## src/hw/lcig_defs.vh

```
// Purpose: constants for the logic cell input gating block
// Assumes: plain register port, 32-bit words, byte addresses
// Notes: gate select bits 31:24 hold gate four (source 4 down to 1)
// How it works
// RL1: four selectors each pick one of eight sources by a software field
// RL2: each selector yields its selected signal and the complement
// RL3: each gate ORs whichever of its eight true/inverted inputs are enabled
// RL4: a true-enable bit of one adds the plain source to the OR
// RL5: an inverted-enable bit of one adds the complemented source to the OR
// RL6: gate three enables sit in bits 23:16, e.g. bit 20 source 3 inverted
// RL7: gate two enables sit in bits 15:8, source 4 first, true then inverted
// RL8: gate one enables start at bit 7 with source 4 true, pattern downward
// RL9: control holds enable, interrupt enable, output enable, polarity, function
// RL10: control can also invert each gate output, not only the final output
// RL11: a gate with no enable bits set gives zero before its polarity
`ifndef LCIG_DEFS_VH
`define LCIG_DEFS_VH
`define LCIG_OFS_CTRL      8'h00
`define LCIG_OFS_SRC_SEL   8'h04
`define LCIG_OFS_GATE_SEL  8'h08
`define LCIG_OFS_INT_STAT  8'h0c
`define LCIG_OFS_INT_MASK  8'h10
`define LCIG_OFS_STATUS    8'h14
`define LCIG_CTRL_EN       15
`define LCIG_CTRL_INTP     11
`define LCIG_CTRL_INTN     10
`define LCIG_CTRL_OE       7
`define LCIG_CTRL_POL      5
`define LCIG_CTRL_GPOL_LO  8
`define LCIG_CTRL_MODE_LO  0
`define LCIG_CTRL_WMASK    32'h0000_8fbf
`define LCIG_SRC_WMASK     32'h0000_7777
`define LCIG_RST_WORD      32'h0000_0000
`define LCIG_MODE_AND_OR   3'h0
`define LCIG_MODE_OR_XOR   3'h1
`define LCIG_MODE_AND4     3'h2
`define LCIG_MODE_SR       3'h3
`define LCIG_MODE_OR4      3'h4
`define LCIG_MODE_XOR4     3'h5
`define LCIG_MODE_AND2_OR  3'h6
`define LCIG_MODE_PASS1    3'h7
`define LCIG_IRQ_RISE      0
`define LCIG_IRQ_FALL      1
`endif

```

## src/hw/lcig_top.v

```verilog
// Purpose: input side of a configurable logic cell with register port
// Assumes: sources synchronous to core_clk_i; synchronous active-low reset
// Notes: read data valid in the cycle after the read strobe
`timescale 1ns/1ps
`default_nettype none
`include "lcig_defs.vh"
module lcig_top #(
  parameter SRC_W = 8
) (
  input  wire              core_clk_i,
  input  wire              rst_n_i,
  input  wire [7:0]        addr_i,
  input  wire [31:0]       wdata_i,
  input  wire              wr_i,
  input  wire              rd_i,
  output reg  [31:0]       rdata_o,
  input  wire [SRC_W-1:0]  src1_cand_i,
  input  wire [SRC_W-1:0]  src2_cand_i,
  input  wire [SRC_W-1:0]  src3_cand_i,
  input  wire [SRC_W-1:0]  src4_cand_i,
  output reg  [3:0]        gate_o,
  output reg               cell_out_o,
  output reg               cell_out_en_o,
  output reg               irq_o
);
  reg  [31:0] ctrl_r;
  reg  [31:0] src_sel_r;
  reg  [31:0] gate_sel_r;
  reg  [1:0]  int_stat_r;
  reg  [1:0]  int_mask_r;
  reg  [1:0]  int_stat_nxt;
  reg  [31:0] rd_nxt;
  reg         sr_q_r;
  reg         logic_prev_r;
  reg  [3:0]  src_v;
  reg         logic_v;
  wire [3:0]  gate_raw;
  wire [3:0]  gate_pol;
  wire [2:0]  mode;
  wire        enable;

  assign enable = ctrl_r[`LCIG_CTRL_EN];
  assign mode   = ctrl_r[`LCIG_CTRL_MODE_LO+2:`LCIG_CTRL_MODE_LO];

  // each 3-bit field picks one of eight candidates
  always @* begin
    src_v[0] = src1_cand_i[src_sel_r[2:0]];   // [RL1]
    src_v[1] = src2_cand_i[src_sel_r[6:4]];   // [RL1]
    src_v[2] = src3_cand_i[src_sel_r[10:8]];  // [RL1]
    src_v[3] = src4_cand_i[src_sel_r[14:12]]; // [RL1]
  end

  genvar g;
  generate
    for (g = 0; g < 4; g = g + 1) begin : g_gate
      lcig_gate u_gate (
        .src_i  (src_v),
        .en_i   (gate_sel_r[8*g+7:8*g]), // [RL6] [RL7] [RL8]
        .gate_o (gate_raw[g])
      );
      assign gate_pol[g] = gate_raw[g] ^ ctrl_r[`LCIG_CTRL_GPOL_LO+g]; // [RL10]
    end
  endgenerate

  // function select over the four gate outputs
  always @* begin
    case (mode) // [RL9]
      `LCIG_MODE_AND_OR:  logic_v = (gate_pol[0] & gate_pol[1]) | (gate_pol[2] & gate_pol[3]);
      `LCIG_MODE_OR_XOR:  logic_v = (gate_pol[0] | gate_pol[1]) ^ (gate_pol[2] | gate_pol[3]);
      `LCIG_MODE_AND4:    logic_v = &gate_pol;
      `LCIG_MODE_SR:      logic_v = sr_q_r;
      `LCIG_MODE_OR4:     logic_v = |gate_pol;
      `LCIG_MODE_XOR4:    logic_v = ^gate_pol;
      `LCIG_MODE_AND2_OR: logic_v = (gate_pol[0] & gate_pol[1]) | gate_pol[2];
      default:            logic_v = gate_pol[0];
    endcase
  end

  // set-reset latch: gates 1|2 set, 3|4 reset; reset wins to keep it defined
  always @(posedge core_clk_i) begin
    if (!rst_n_i) begin
      sr_q_r <= 1'b0;
    end else if (gate_pol[2] | gate_pol[3]) begin
      sr_q_r <= 1'b0;
    end else if (gate_pol[0] | gate_pol[1]) begin
      sr_q_r <= 1'b1;
    end
  end

  // edge events on logic_v before output polarity; set wins over a write-one clear
  always @* begin
    int_stat_nxt = int_stat_r;
    if (wr_i && addr_i == `LCIG_OFS_INT_STAT) begin
      int_stat_nxt = int_stat_r & ~wdata_i[1:0];
    end
    if (enable && logic_v && !logic_prev_r && ctrl_r[`LCIG_CTRL_INTP]) begin
      int_stat_nxt[`LCIG_IRQ_RISE] = 1'b1;
    end
    if (enable && !logic_v && logic_prev_r && ctrl_r[`LCIG_CTRL_INTN]) begin
      int_stat_nxt[`LCIG_IRQ_FALL] = 1'b1;
    end
  end

  always @* begin
    rd_nxt = `LCIG_RST_WORD;
    if (addr_i == `LCIG_OFS_CTRL) begin
      rd_nxt = ctrl_r;
    end else if (addr_i == `LCIG_OFS_SRC_SEL) begin
      rd_nxt = src_sel_r;
    end else if (addr_i == `LCIG_OFS_GATE_SEL) begin
      rd_nxt = gate_sel_r;
    end else if (addr_i == `LCIG_OFS_INT_STAT) begin
      rd_nxt = {30'h0000_0000, int_stat_r};
    end else if (addr_i == `LCIG_OFS_INT_MASK) begin
      rd_nxt = {30'h0000_0000, int_mask_r};
    end else if (addr_i == `LCIG_OFS_STATUS) begin
      rd_nxt = {27'h000_0000, logic_v ^ ctrl_r[`LCIG_CTRL_POL], gate_pol};
    end
  end

  always @(posedge core_clk_i) begin
    if (!rst_n_i) begin
      ctrl_r        <= `LCIG_RST_WORD;
      src_sel_r     <= `LCIG_RST_WORD;
      gate_sel_r    <= `LCIG_RST_WORD;
      int_mask_r    <= 2'b00;
      int_stat_r    <= 2'b00;
      logic_prev_r  <= 1'b0;
      rdata_o       <= `LCIG_RST_WORD;
      gate_o        <= 4'h0;
      cell_out_o    <= 1'b0;
      cell_out_en_o <= 1'b0;
      irq_o         <= 1'b0;
    end else begin
      if (wr_i) begin
        if (addr_i == `LCIG_OFS_CTRL) begin
          ctrl_r <= wdata_i & `LCIG_CTRL_WMASK; // [RL9] [RL10]
        end else if (addr_i == `LCIG_OFS_SRC_SEL) begin
          src_sel_r <= wdata_i & `LCIG_SRC_WMASK; // [RL1]
        end else if (addr_i == `LCIG_OFS_GATE_SEL) begin
          gate_sel_r <= wdata_i; // [RL6] [RL7] [RL8]
        end else if (addr_i == `LCIG_OFS_INT_MASK) begin
          int_mask_r <= wdata_i[1:0];
        end
      end
      int_stat_r   <= int_stat_nxt;
      logic_prev_r <= enable ? logic_v : 1'b0;
      rdata_o      <= rd_i ? rd_nxt : `LCIG_RST_WORD;
      // disabled cell holds gate_o, cell_out_o and cell_out_en_o low so downstream sees a quiet line
      gate_o        <= enable ? gate_pol : 4'h0;
      cell_out_o    <= enable ? (logic_v ^ ctrl_r[`LCIG_CTRL_POL]) : 1'b0; // [RL9]
      cell_out_en_o <= enable & ctrl_r[`LCIG_CTRL_OE]; // [RL9]
      irq_o         <= |(int_stat_nxt & int_mask_r);
    end
  end
endmodule // lcig_top
`default_nettype wire

```

## src/hw/lcig_gate.v

```verilog
// Purpose: one cell input gate, OR of enabled true and inverted sources
// Assumes: enable vector holds source 4 true at bit 7 down to source 1 inverted at bit 0
// Notes: purely combinational
`timescale 1ns/1ps
`default_nettype none
module lcig_gate (
  input  wire [3:0] src_i,
  input  wire [7:0] en_i,
  output wire       gate_o
);
  wire [7:0] pairs;
  genvar k;
  generate
    for (k = 0; k < 4; k = k + 1) begin : g_pair
      assign pairs[2*k+1] = src_i[k];  // [RL2]
      assign pairs[2*k]   = ~src_i[k]; // [RL2]
    end
  endgenerate
  // all enables zero leaves the OR empty, so zero [RL11]
  assign gate_o = |(pairs & en_i); // [RL3] [RL4] [RL5]
endmodule // lcig_gate
`default_nettype wire

```

## config.mk

```make
export PLATFORM = sky130hd
export DESIGN_NAME = lcig_top
export DESIGN_NICKNAME = d
export VERILOG_FILES = /design/src/hw/lcig_top.v /design/src/hw/lcig_gate.v
export VERILOG_INCLUDE_DIRS = /design/src /design/src/hw
export SDC_FILE = /design/constraint.sdc
export NUM_CORES = 1
export LEC_CHECK = 0
export BUFFER_PORTS_ARGS = -buffer_cell sky130_fd_sc_hd__buf_2
export CORE_UTILIZATION = 56
export DETAILED_ROUTE_END_ITERATION = 16
export PLACE_DENSITY = 0.95
export SLEW_MARGIN = 20
export SYNTH_ARGS = -nofsm -noshare
export SYNTH_HDL_FRONTEND = slang
export SYNTH_SLANG_ARGS = --single-unit
```

## constraint.sdc

```tcl
create_clock -name core_clk_i -period 6.3 [get_ports core_clk_i]
set_clock_uncertainty 0.2 [all_clocks]
set_input_delay 1.26 -clock core_clk_i [delete_from_list [all_inputs] [get_ports core_clk_i]]
set_output_delay 1.26 -clock core_clk_i [all_outputs]
set_load 0.01 [all_outputs]
```

Word-level counts from Yosys, hierarchy flattened. Index checks and enable logic that the tools add are counted. Widths: inputs -> output; s select.

Bits in registers: 101. Output and inout port bits: 39. Word-level logic and storage cells: 104.

$lt $le $gt $ge: 4. Equality and inequality tests: 11. Muxes and demuxes: 18. Bitwise logic cells: 29. Reduce and logical (&&, ||, !) cells: 28.

Operators by type and width (number): $and 8x8->8 (4); $mux 16 (2); $mux 32 (1); $reduce_or 8->1 (4); $eq 8x4->1 const B (2); $eq 8x5->1 const B (2); $lt 3x4->1 const B (4); $mux 5 (3); $bmux 1 s3 (4); $eq 3x3->1 const B (3); $not 1->1 (9); $eq 8x3->1 const B (1); $logic_not 8->1 (1); $reduce_and 4->1 (2); $logic_and 1x1->1 (7); $pmux 1 s7 (1); $eq 3x2->1 const B (2); $mux 1 (6); $reduce_and 2->1 (3); $reduce_or 2->1 (3); $xor 1x1->1 (6); $reduce_and 5->1 (1); $and 2x2->2 (2); $or 1x1->1 (4); 10 further kinds (13).

Logic depth before layout (Yosys ltp).
Word-level depth: 16. Depth in mapped cells: 16. Depth with buffers taken out: 15.

Hierarchy. From an unflattened synthesis, not the netlist that was laid out.

Cells, all modules: 467. Area total of the unflattened synthesis: 4296.6 um2.

By module, submodules not included: lcig_top (instances 1, cells each 447, area each 4111.4 um2); lcig_gate (instances 4, cells each 5, area each 46.3 um2).

Worst setup path before layout. Ideal clock, no wire load.

Kind: input -> register. Start: input port src3_cand_i[7]. End: register irq_o. Library setup time: 0.075 ns. Arrival time: 3.981 ns. Data required time: 6.025 ns. Setup slack: 2.044 ns. Cell stages on the path: 14. Path buffers: 0. Cell sequence: mux2i_1 > mux4_2 > mux2i_1 > nand4_1 > xnor2_1 > inv_1 > ha_1 > a21oi_1 > nor2b_1 > mux2_2 > o221ai_1 > o311a_4 > mux2_4 > o22ai_2.

Longest elaborated chain between the ends: 16. Elaborated cells between the ends (all ways): 37. Classes of those cells: 5 x mux; 17 x bitwise; 15 x reduce/logical.

RTL lines: start: declaration (RTL line lcig_top.v:19) `input wire [SRC_W-1:0] src3_cand_i,`; $bmux 1 s3 * (RTL line lcig_top.v:49) `src_v[2] = src3_cand_i[src_sel_r[10:8]];`; $mux 1 (implied by the code) * (RTL line lcig_top.v:49); $not 1->1 (RTL line lcig_gate.v:16) `assign pairs[2*k] = ~src_i[k];`; $and 8x8->8 (RTL line lcig_gate.v:20) `assign gate_o = |(pairs & en_i);`; $reduce_or 8->1 (RTL line lcig_gate.v:20); $xor 1x1->1 (RTL line lcig_top.v:61) `` assign gate_pol[g] = gate_raw[g] ^ ctrl_r[`LCIG_CTRL_GPOL_LO+g]; ``; $and 1x1->1 (tied with other cells) (RTL line lcig_top.v:68, lcig_top.v:74); $or 1x1->1 (tied with other cells) (RTL line lcig_top.v:74) `` `LCIG_MODE_AND2_OR: logic_v = (gate_pol[0] & gate_pol[1]) | gate_pol[2]; ``; $pmux 1 s7 * (RTL line lcig_top.v:67) `case (mode)`; $logic_not 1->1 (RTL line lcig_top.v:99) `` if (enable && !logic_v && logic_prev_r && ctrl_r[`LCIG_CTRL_INTN]) begin ``; $logic_and 1x1->1 (3 in series) (RTL line lcig_top.v:99); $mux 1 (RTL line lcig_top.v:99); $and 2x2->2 * (RTL line lcig_top.v:153) `irq_o <= |(int_stat_nxt & int_mask_r);`; $reduce_or 2->1 * (RTL line lcig_top.v:153); end signal: assignment (RTL line lcig_top.v:153); end: declaration (RTL line lcig_top.v:24) `output reg irq_o`.

Mark *: on every way between the ends. The rest lies on a longest branch, timed or not. The select of a mux whose other input is x is not followed. A chain may end at the register's enable or synchronous reset.

Final worst setup path.
Start: input port src2_cand_i[5]. End: register irq_o.

Longest elaborated chain between the ends: 16. Elaborated cells between the ends (all ways): 37. Classes of those cells: 5 x mux; 17 x bitwise; 15 x reduce/logical.

RTL lines: start: declaration (RTL line lcig_top.v:18) `input wire [SRC_W-1:0] src2_cand_i,`; $bmux 1 s3 * (RTL line lcig_top.v:48) `src_v[1] = src2_cand_i[src_sel_r[6:4]];`; $mux 1 (implied by the code) * (RTL line lcig_top.v:48); $not 1->1 (RTL line lcig_gate.v:16); $and 8x8->8 (RTL line lcig_gate.v:20); $reduce_or 8->1 (RTL line lcig_gate.v:20); $xor 1x1->1 (RTL line lcig_top.v:61); $and 1x1->1 (tied with other cells) (RTL line lcig_top.v:68, lcig_top.v:74); $or 1x1->1 (tied with other cells) (RTL line lcig_top.v:74); $pmux 1 s7 * (RTL line lcig_top.v:67); $logic_not 1->1 (RTL line lcig_top.v:99); $logic_and 1x1->1 (3 in series) (RTL line lcig_top.v:99); $mux 1 (RTL line lcig_top.v:99); $and 2x2->2 * (RTL line lcig_top.v:153); $reduce_or 2->1 * (RTL line lcig_top.v:153).

Marked as above.

==> report_table.html <==
<table>
<tr><th>Metric</th><th>Value</th></tr>
<tr><th colspan="2">Clock network</th></tr>
<tr><td>Inserted Clock Buffers</td><td>9</td></tr>
<tr><td>Root Buffer</td><td>sky130_fd_sc_hd__clkbuf_8</td></tr>
<tr><td>CTS tree</td><td>yes</td></tr>
<tr><td>Post_cts resized</td><td>0</td></tr>
<tr><td>Clock latency at the later pin of the worst-skew pair</td><td>roughly 0.36 ns</td></tr>
<tr><td>Maximum buffer depth of the clock tree</td><td>2</td></tr>
<tr><td>Clock transition at the register clock pins on the worst setup and hold paths after CTS</td><td>roughly 0.09 ns</td></tr>
<tr><td>Post CTS Setup Buffer Count</td><td>0</td></tr>
<tr><td>Clock sink count</td><td>101</td></tr>
<tr><td>H-tree levels</td><td>3</td></tr>
<tr><td>CTS Hold Buffers Added</td><td>0</td></tr>
<tr><th colspan="2">Power</th></tr>
<tr><td>Leak</td><td>approximately 2.0 nW</td></tr>
<tr><td>PD cells</td><td>220 nW/um2</td></tr>
<tr><td>Max rail drop VDD</td><td>0.149 mV</td></tr>
<tr><th colspan="2">Placement</th></tr>
<tr><td>Post-place instance area</td><td>roughly 4800 um2</td></tr>
<tr><td>Number of buffer cells added on primary ports</td><td>between 100 and 150</td></tr>
<tr><td>Gp weighted congestion</td><td>0.962</td></tr>
<tr><td>Estimated wirelength of the detail-placed design</td><td>between 7 and 8 mm</td></tr>
<tr><th colspan="2">Setup path</th></tr>
<tr><td>Data required time of the critical path</td><td>approximately 6.4 ns</td></tr>
<tr><td>Cell with the largest stage delay on the worst path</td><td>sky130_fd_sc_hd__mux4_2</td></tr>
<tr><td>Ordered cell list for the critical path</td><td>buf_2, mux2i_1, mux4_2, mux2i_1, nand4_1, xnor2_1, inv_1, ha_1, a21oi_1, nor2_1, mux2_2, o221ai_1, o311a_4, mux2_4, o22ai_2</td></tr>
<tr><td>Type of the worst setup path</td><td>input pin to flip-flop</td></tr>
<tr><td>Crit-path most repeated cell</td><td>sky130_fd_sc_hd__mux2i_1</td></tr>
<tr><td>Beginning of the worst register-to-register path</td><td>src_sel_r[4]</td></tr>
<tr><td>Endpoint arrival time on the critical path</td><td>4.42 ns</td></tr>
<tr><td>Launching element type of the critical path</td><td>input pin</td></tr>
<tr><td>Critical Path End Type</td><td>flip-flop</td></tr>
<tr><td>Slowest cell delay on critical path</td><td>about 0.60 ns</td></tr>
<tr><td>Max Fanout on Critical Path</td><td>6</td></tr>
<tr><td>Cell family contributing the most delay on the critical path</td><td>multiplexers</td></tr>
<tr><td>Critical Path Source</td><td>src2_cand_i[5]</td></tr>
<tr><td>Combined buffer and inverter count along the critical path</td><td>2</td></tr>
<tr><th colspan="2">Logic synthesis</th></tr>
<tr><td>Syn_nets</td><td>about 560</td></tr>
<tr><td>Synth Warn #</td><td>0</td></tr>
<tr><td>Post-synthesis sequential element count</td><td>between 100 and 150</td></tr>
<tr><td>Flip-flop cell with the highest count after synthesis</td><td>sky130_fd_sc_hd__dfxtp_1</td></tr>
<tr><td>Number of instances in the synthesized netlist</td><td>481</td></tr>
<tr><td>Sequential area share after synthesis</td><td>between 40% and 50%</td></tr>
<tr><td>Avg Synthesized Cell Area</td><td>between 8 and 9 um2</td></tr>
<tr><td>Number of enable-type register cells in the synthesized netlist</td><td>0</td></tr>
<tr><td>Synth Cell Area</td><td>4230 um2</td></tr>
<tr><td>Yosys cell types</td><td>50</td></tr>
<tr><td>Async S/R FF share, synth</td><td>0%</td></tr>
<tr><th colspan="2">STA</th></tr>
<tr><td>Min cycle time layout</td><td>between 4 and 5 ns</td></tr>
<tr><td>Final hold vios</td><td>0</td></tr>
<tr><td>Number of pins with negative max-slew slack in the final report</td><td>0</td></tr>
<tr><td>Actual slew at the worst max-slew pin</td><td>1.00 ns</td></tr>
<tr><td>Unrepaired setup endpoints after global routing</td><td>no</td></tr>
<tr><td>Worst hold slack</td><td>0.270 ns</td></tr>
<tr><td>Final count of negative-setup-slack endpoints</td><td>0</td></tr>
<tr><td>Setup TNS Final</td><td>0 ns</td></tr>
<tr><td>Highest clock rate</td><td>between 200 and 250 MHz</td></tr>
<tr><td>Worst slew margin relative to its limit</td><td>between 30% and 40%</td></tr>
<tr><td>Post-route clock period utilization</td><td>68.7%</td></tr>
<tr><th colspan="2">Detailed routing</th></tr>
<tr><td>Final ANT Viol Nets</td><td>0</td></tr>
<tr><td>Detailed-router iteration count before antenna repair</td><td>6</td></tr>
<tr><td>Final routed wire length divided by cell count</td><td>15.4 um</td></tr>
<tr><td>Total vias in the final route</td><td>3,858</td></tr>
<tr><td>Routed wire length</td><td>approximately 11 mm</td></tr>
<tr><td># DRC</td><td>0</td></tr>
<tr><td>DRC violation total after the first TritonRoute iteration</td><td>350</td></tr>
<tr><td>Vias per cell</td><td>about 5.7</td></tr>
<tr><th colspan="2">Floorplan</th></tr>
<tr><td>Die Footprint</td><td>around 8000 um2</td></tr>
<tr><td>Effective utilization at floorplan</td><td>between 50% and 60%</td></tr>
<tr><td>Core area</td><td>approximately 7300 um2</td></tr>
<tr><td>Row Count</td><td>31</td></tr>
<tr><td>Number of primary I/O pins</td><td>115</td></tr>
<tr><td>Die outline width</td><td>about 89 um</td></tr>
<tr><td>Die Height</td><td>about 90 um</td></tr>
<tr><th colspan="2">Layout</th></tr>
<tr><td>Fill cell instance count of the final layout</td><td>570</td></tr>
<tr><td>Ratio of cells with drive above 1 in the final layout</td><td>between 20% and 30%</td></tr>
<tr><td>Final standard cell area without fillers</td><td>between 5000 and 6000 um2</td></tr>
<tr><td>Syn-to-layout area delta</td><td>18.3%</td></tr>
<tr><td>Final Util</td><td>68.7%</td></tr>
<tr><td>Number of inserted diodes</td><td>0</td></tr>
<tr><td>Final net count</td><td>655</td></tr>
<tr><th colspan="2">GRT</th></tr>
<tr><td>Global-route total usage across every layer</td><td>around 28%</td></tr>
<tr><td>Number of global-route vias before repair</td><td>between 3,000 and 4,000</td></tr>
<tr><td>Global route total overflow</td><td>0</td></tr>
<tr><td>Global-route wire length before repair</td><td>roughly 17 mm</td></tr>
<tr><td>Initial antenna violation count</td><td>0</td></tr>
<tr><td>Pin count of the biggest net entering global routing</td><td>33</td></tr>
<tr><th colspan="2">Status</th></tr>
<tr><td>Status</td><td>finished, final reports clean</td></tr>
<tr><th colspan="2">Worst hold path</th></tr>
<tr><td>Worst hold path type</td><td>flip-flop to flip-flop</td></tr>
<tr><td>Worst hold path startpoint</td><td>ctrl_r[4]</td></tr>
<tr><th colspan="2">Run</th></tr>
<tr><td>Max-cap check violation count</td><td>0</td></tr>
</table>
==> synthesized netlist by cell type, drive strengths merged, types with 3 or more instances <==
master,n,area share [%]
and3,4,0.59
nand2,128,11
mux2i,34,8.0
nor3,5,0.59
a222oi,7,1.7
dfxtp,101,48
inv,3,0.27
clkbuf,28,2.5
nand4,5,0.89
buf,5,1.0
o21ai,5,0.59
a21oi,63,7.5
nor2,23,2.0
a22oi,8,1.4
and2,20,3.0
mux4,4,2.1
mux2,3,0.89
xor2,3,1.1
nand3,4,0.47
==> kinds of logic (layout without fill, tap and decap cells) <==
logic type | count (synthesis) | count (layout) | share of synthesized area [%]
AOI/OAI and AO/OA | 96 | 96 | 14.1
and+or+nand+nor | 198 | 198 | 20.6
DFF | 101 | 101 | 47.8
xor gates and xnor gates | 6 | 6 | 2.01
adders and majority gates | 2 | 2 | 0.591
muxes | 41 | 41 | 11.1
buffers and inverters | 37 | 138 | 3.84
==> final cells by class <==
type | instances | area (um2) | area share [%]
Multi-Input combinational cell | 343 | 2050 | 40.9
Sequential cell | 101 | 2020 | 40.4
Timing Repair Buffer | 118 | 601 | 12.0
Clock buffer | 9 | 124 | 2.47
Tap cell | 99 | 124 | 2.47
Clock inverter | 7 | 73.8 | 1.47
Inverter | 4 | 15.0 | 0.300
==> flip-flops by register name (all words and copies together) (netlist names) <==
name and cells:
gate_sel_r 32, gate_o 4, ctrl_r 12, int_mask_r 2, cell_out_en_o 1, int_stat_r 2
src_sel_r 12, sr_q_r 1, irq_o 1, rdata_o 32, logic_prev_r 1, cell_out_o 1
==> per-stage QoR <==
step | total power [mW] | cells | setup WS, ns
2_1_floorplan | 0.675 | 481 | 2.04
3_3_place_gp | 0.705 | 665 | 1.74
3_5_place_dp | 0.707 | 665 | 1.63
4_1_cts | 1.11 | 681 | 2.00
5_1_grt | 1.14 | 681 | 1.75
6_report | 1.10 | 681 | 1.97
==> cells in the final DEF, fill, tap and decap left out, drive strengths merged, types with 3 or more instances in the layout <==
| cell type | count |
|---|---|
| inv | 5 |
| nor3 | 5 |
| clkinv | 4 |
| a22oi | 8 |
| clkbuf | 9 |
| nand3 | 4 |
| and2 | 20 |
| nand2 | 128 |
| a21oi | 63 |
| dfxtp | 101 |
| mux2 | 3 |
| buf | 118 |
| xor2 | 3 |
| mux4 | 4 |
| o21ai | 5 |
| nor2 | 23 |
| mux2i | 34 |
| nand4 | 5 |
| and3 | 4 |
| a222oi | 7 |
==> per-layer routing <==
layer	up-vias	wire length, um	global-route usage, %
met3	19	1000	6.09
li1	1843	-	-
met2	238	5230	45.1
met4	0	159	13.2
met5	-	0	0
met1	1758	4130	34.8
==> power breakdown <==
part / internal, mW / switching [mW]
combinational: 0.0252 / 0.0289
clock: 0.186 / 0.225
sequential: 0.638 / 0.000574
==> worst reg2reg max path: stages (launching register included) <==
cell and delay, ns:
sky130_fd_sc_hd__dfxtp_1 0.50, sky130_fd_sc_hd__mux2i_1 0.14, sky130_fd_sc_hd__mux4_2 0.60, sky130_fd_sc_hd__mux2i_1 0.19
sky130_fd_sc_hd__nand4_1 0.12, sky130_fd_sc_hd__xnor2_1 0.27, sky130_fd_sc_hd__inv_1 0.14, sky130_fd_sc_hd__ha_1 0.25
sky130_fd_sc_hd__a21oi_1 0.19, sky130_fd_sc_hd__nor2_1 0.06, sky130_fd_sc_hd__mux2_2 0.27, sky130_fd_sc_hd__o221ai_1 0.19
sky130_fd_sc_hd__o311a_4 0.28, sky130_fd_sc_hd__mux2_4 0.31, sky130_fd_sc_hd__o22ai_2 0.13
==> path summary, 6_finish.rpt <==
check,slack [ns],depth (start not counted),to
max,1.97,15,irq_o
min,0.27,2,ctrl_r[4]
max reg2reg,2.39,14,irq_o
min reg2reg,0.27,2,ctrl_r[4]
Note: power is estimated with default switching activity, not from simulation.
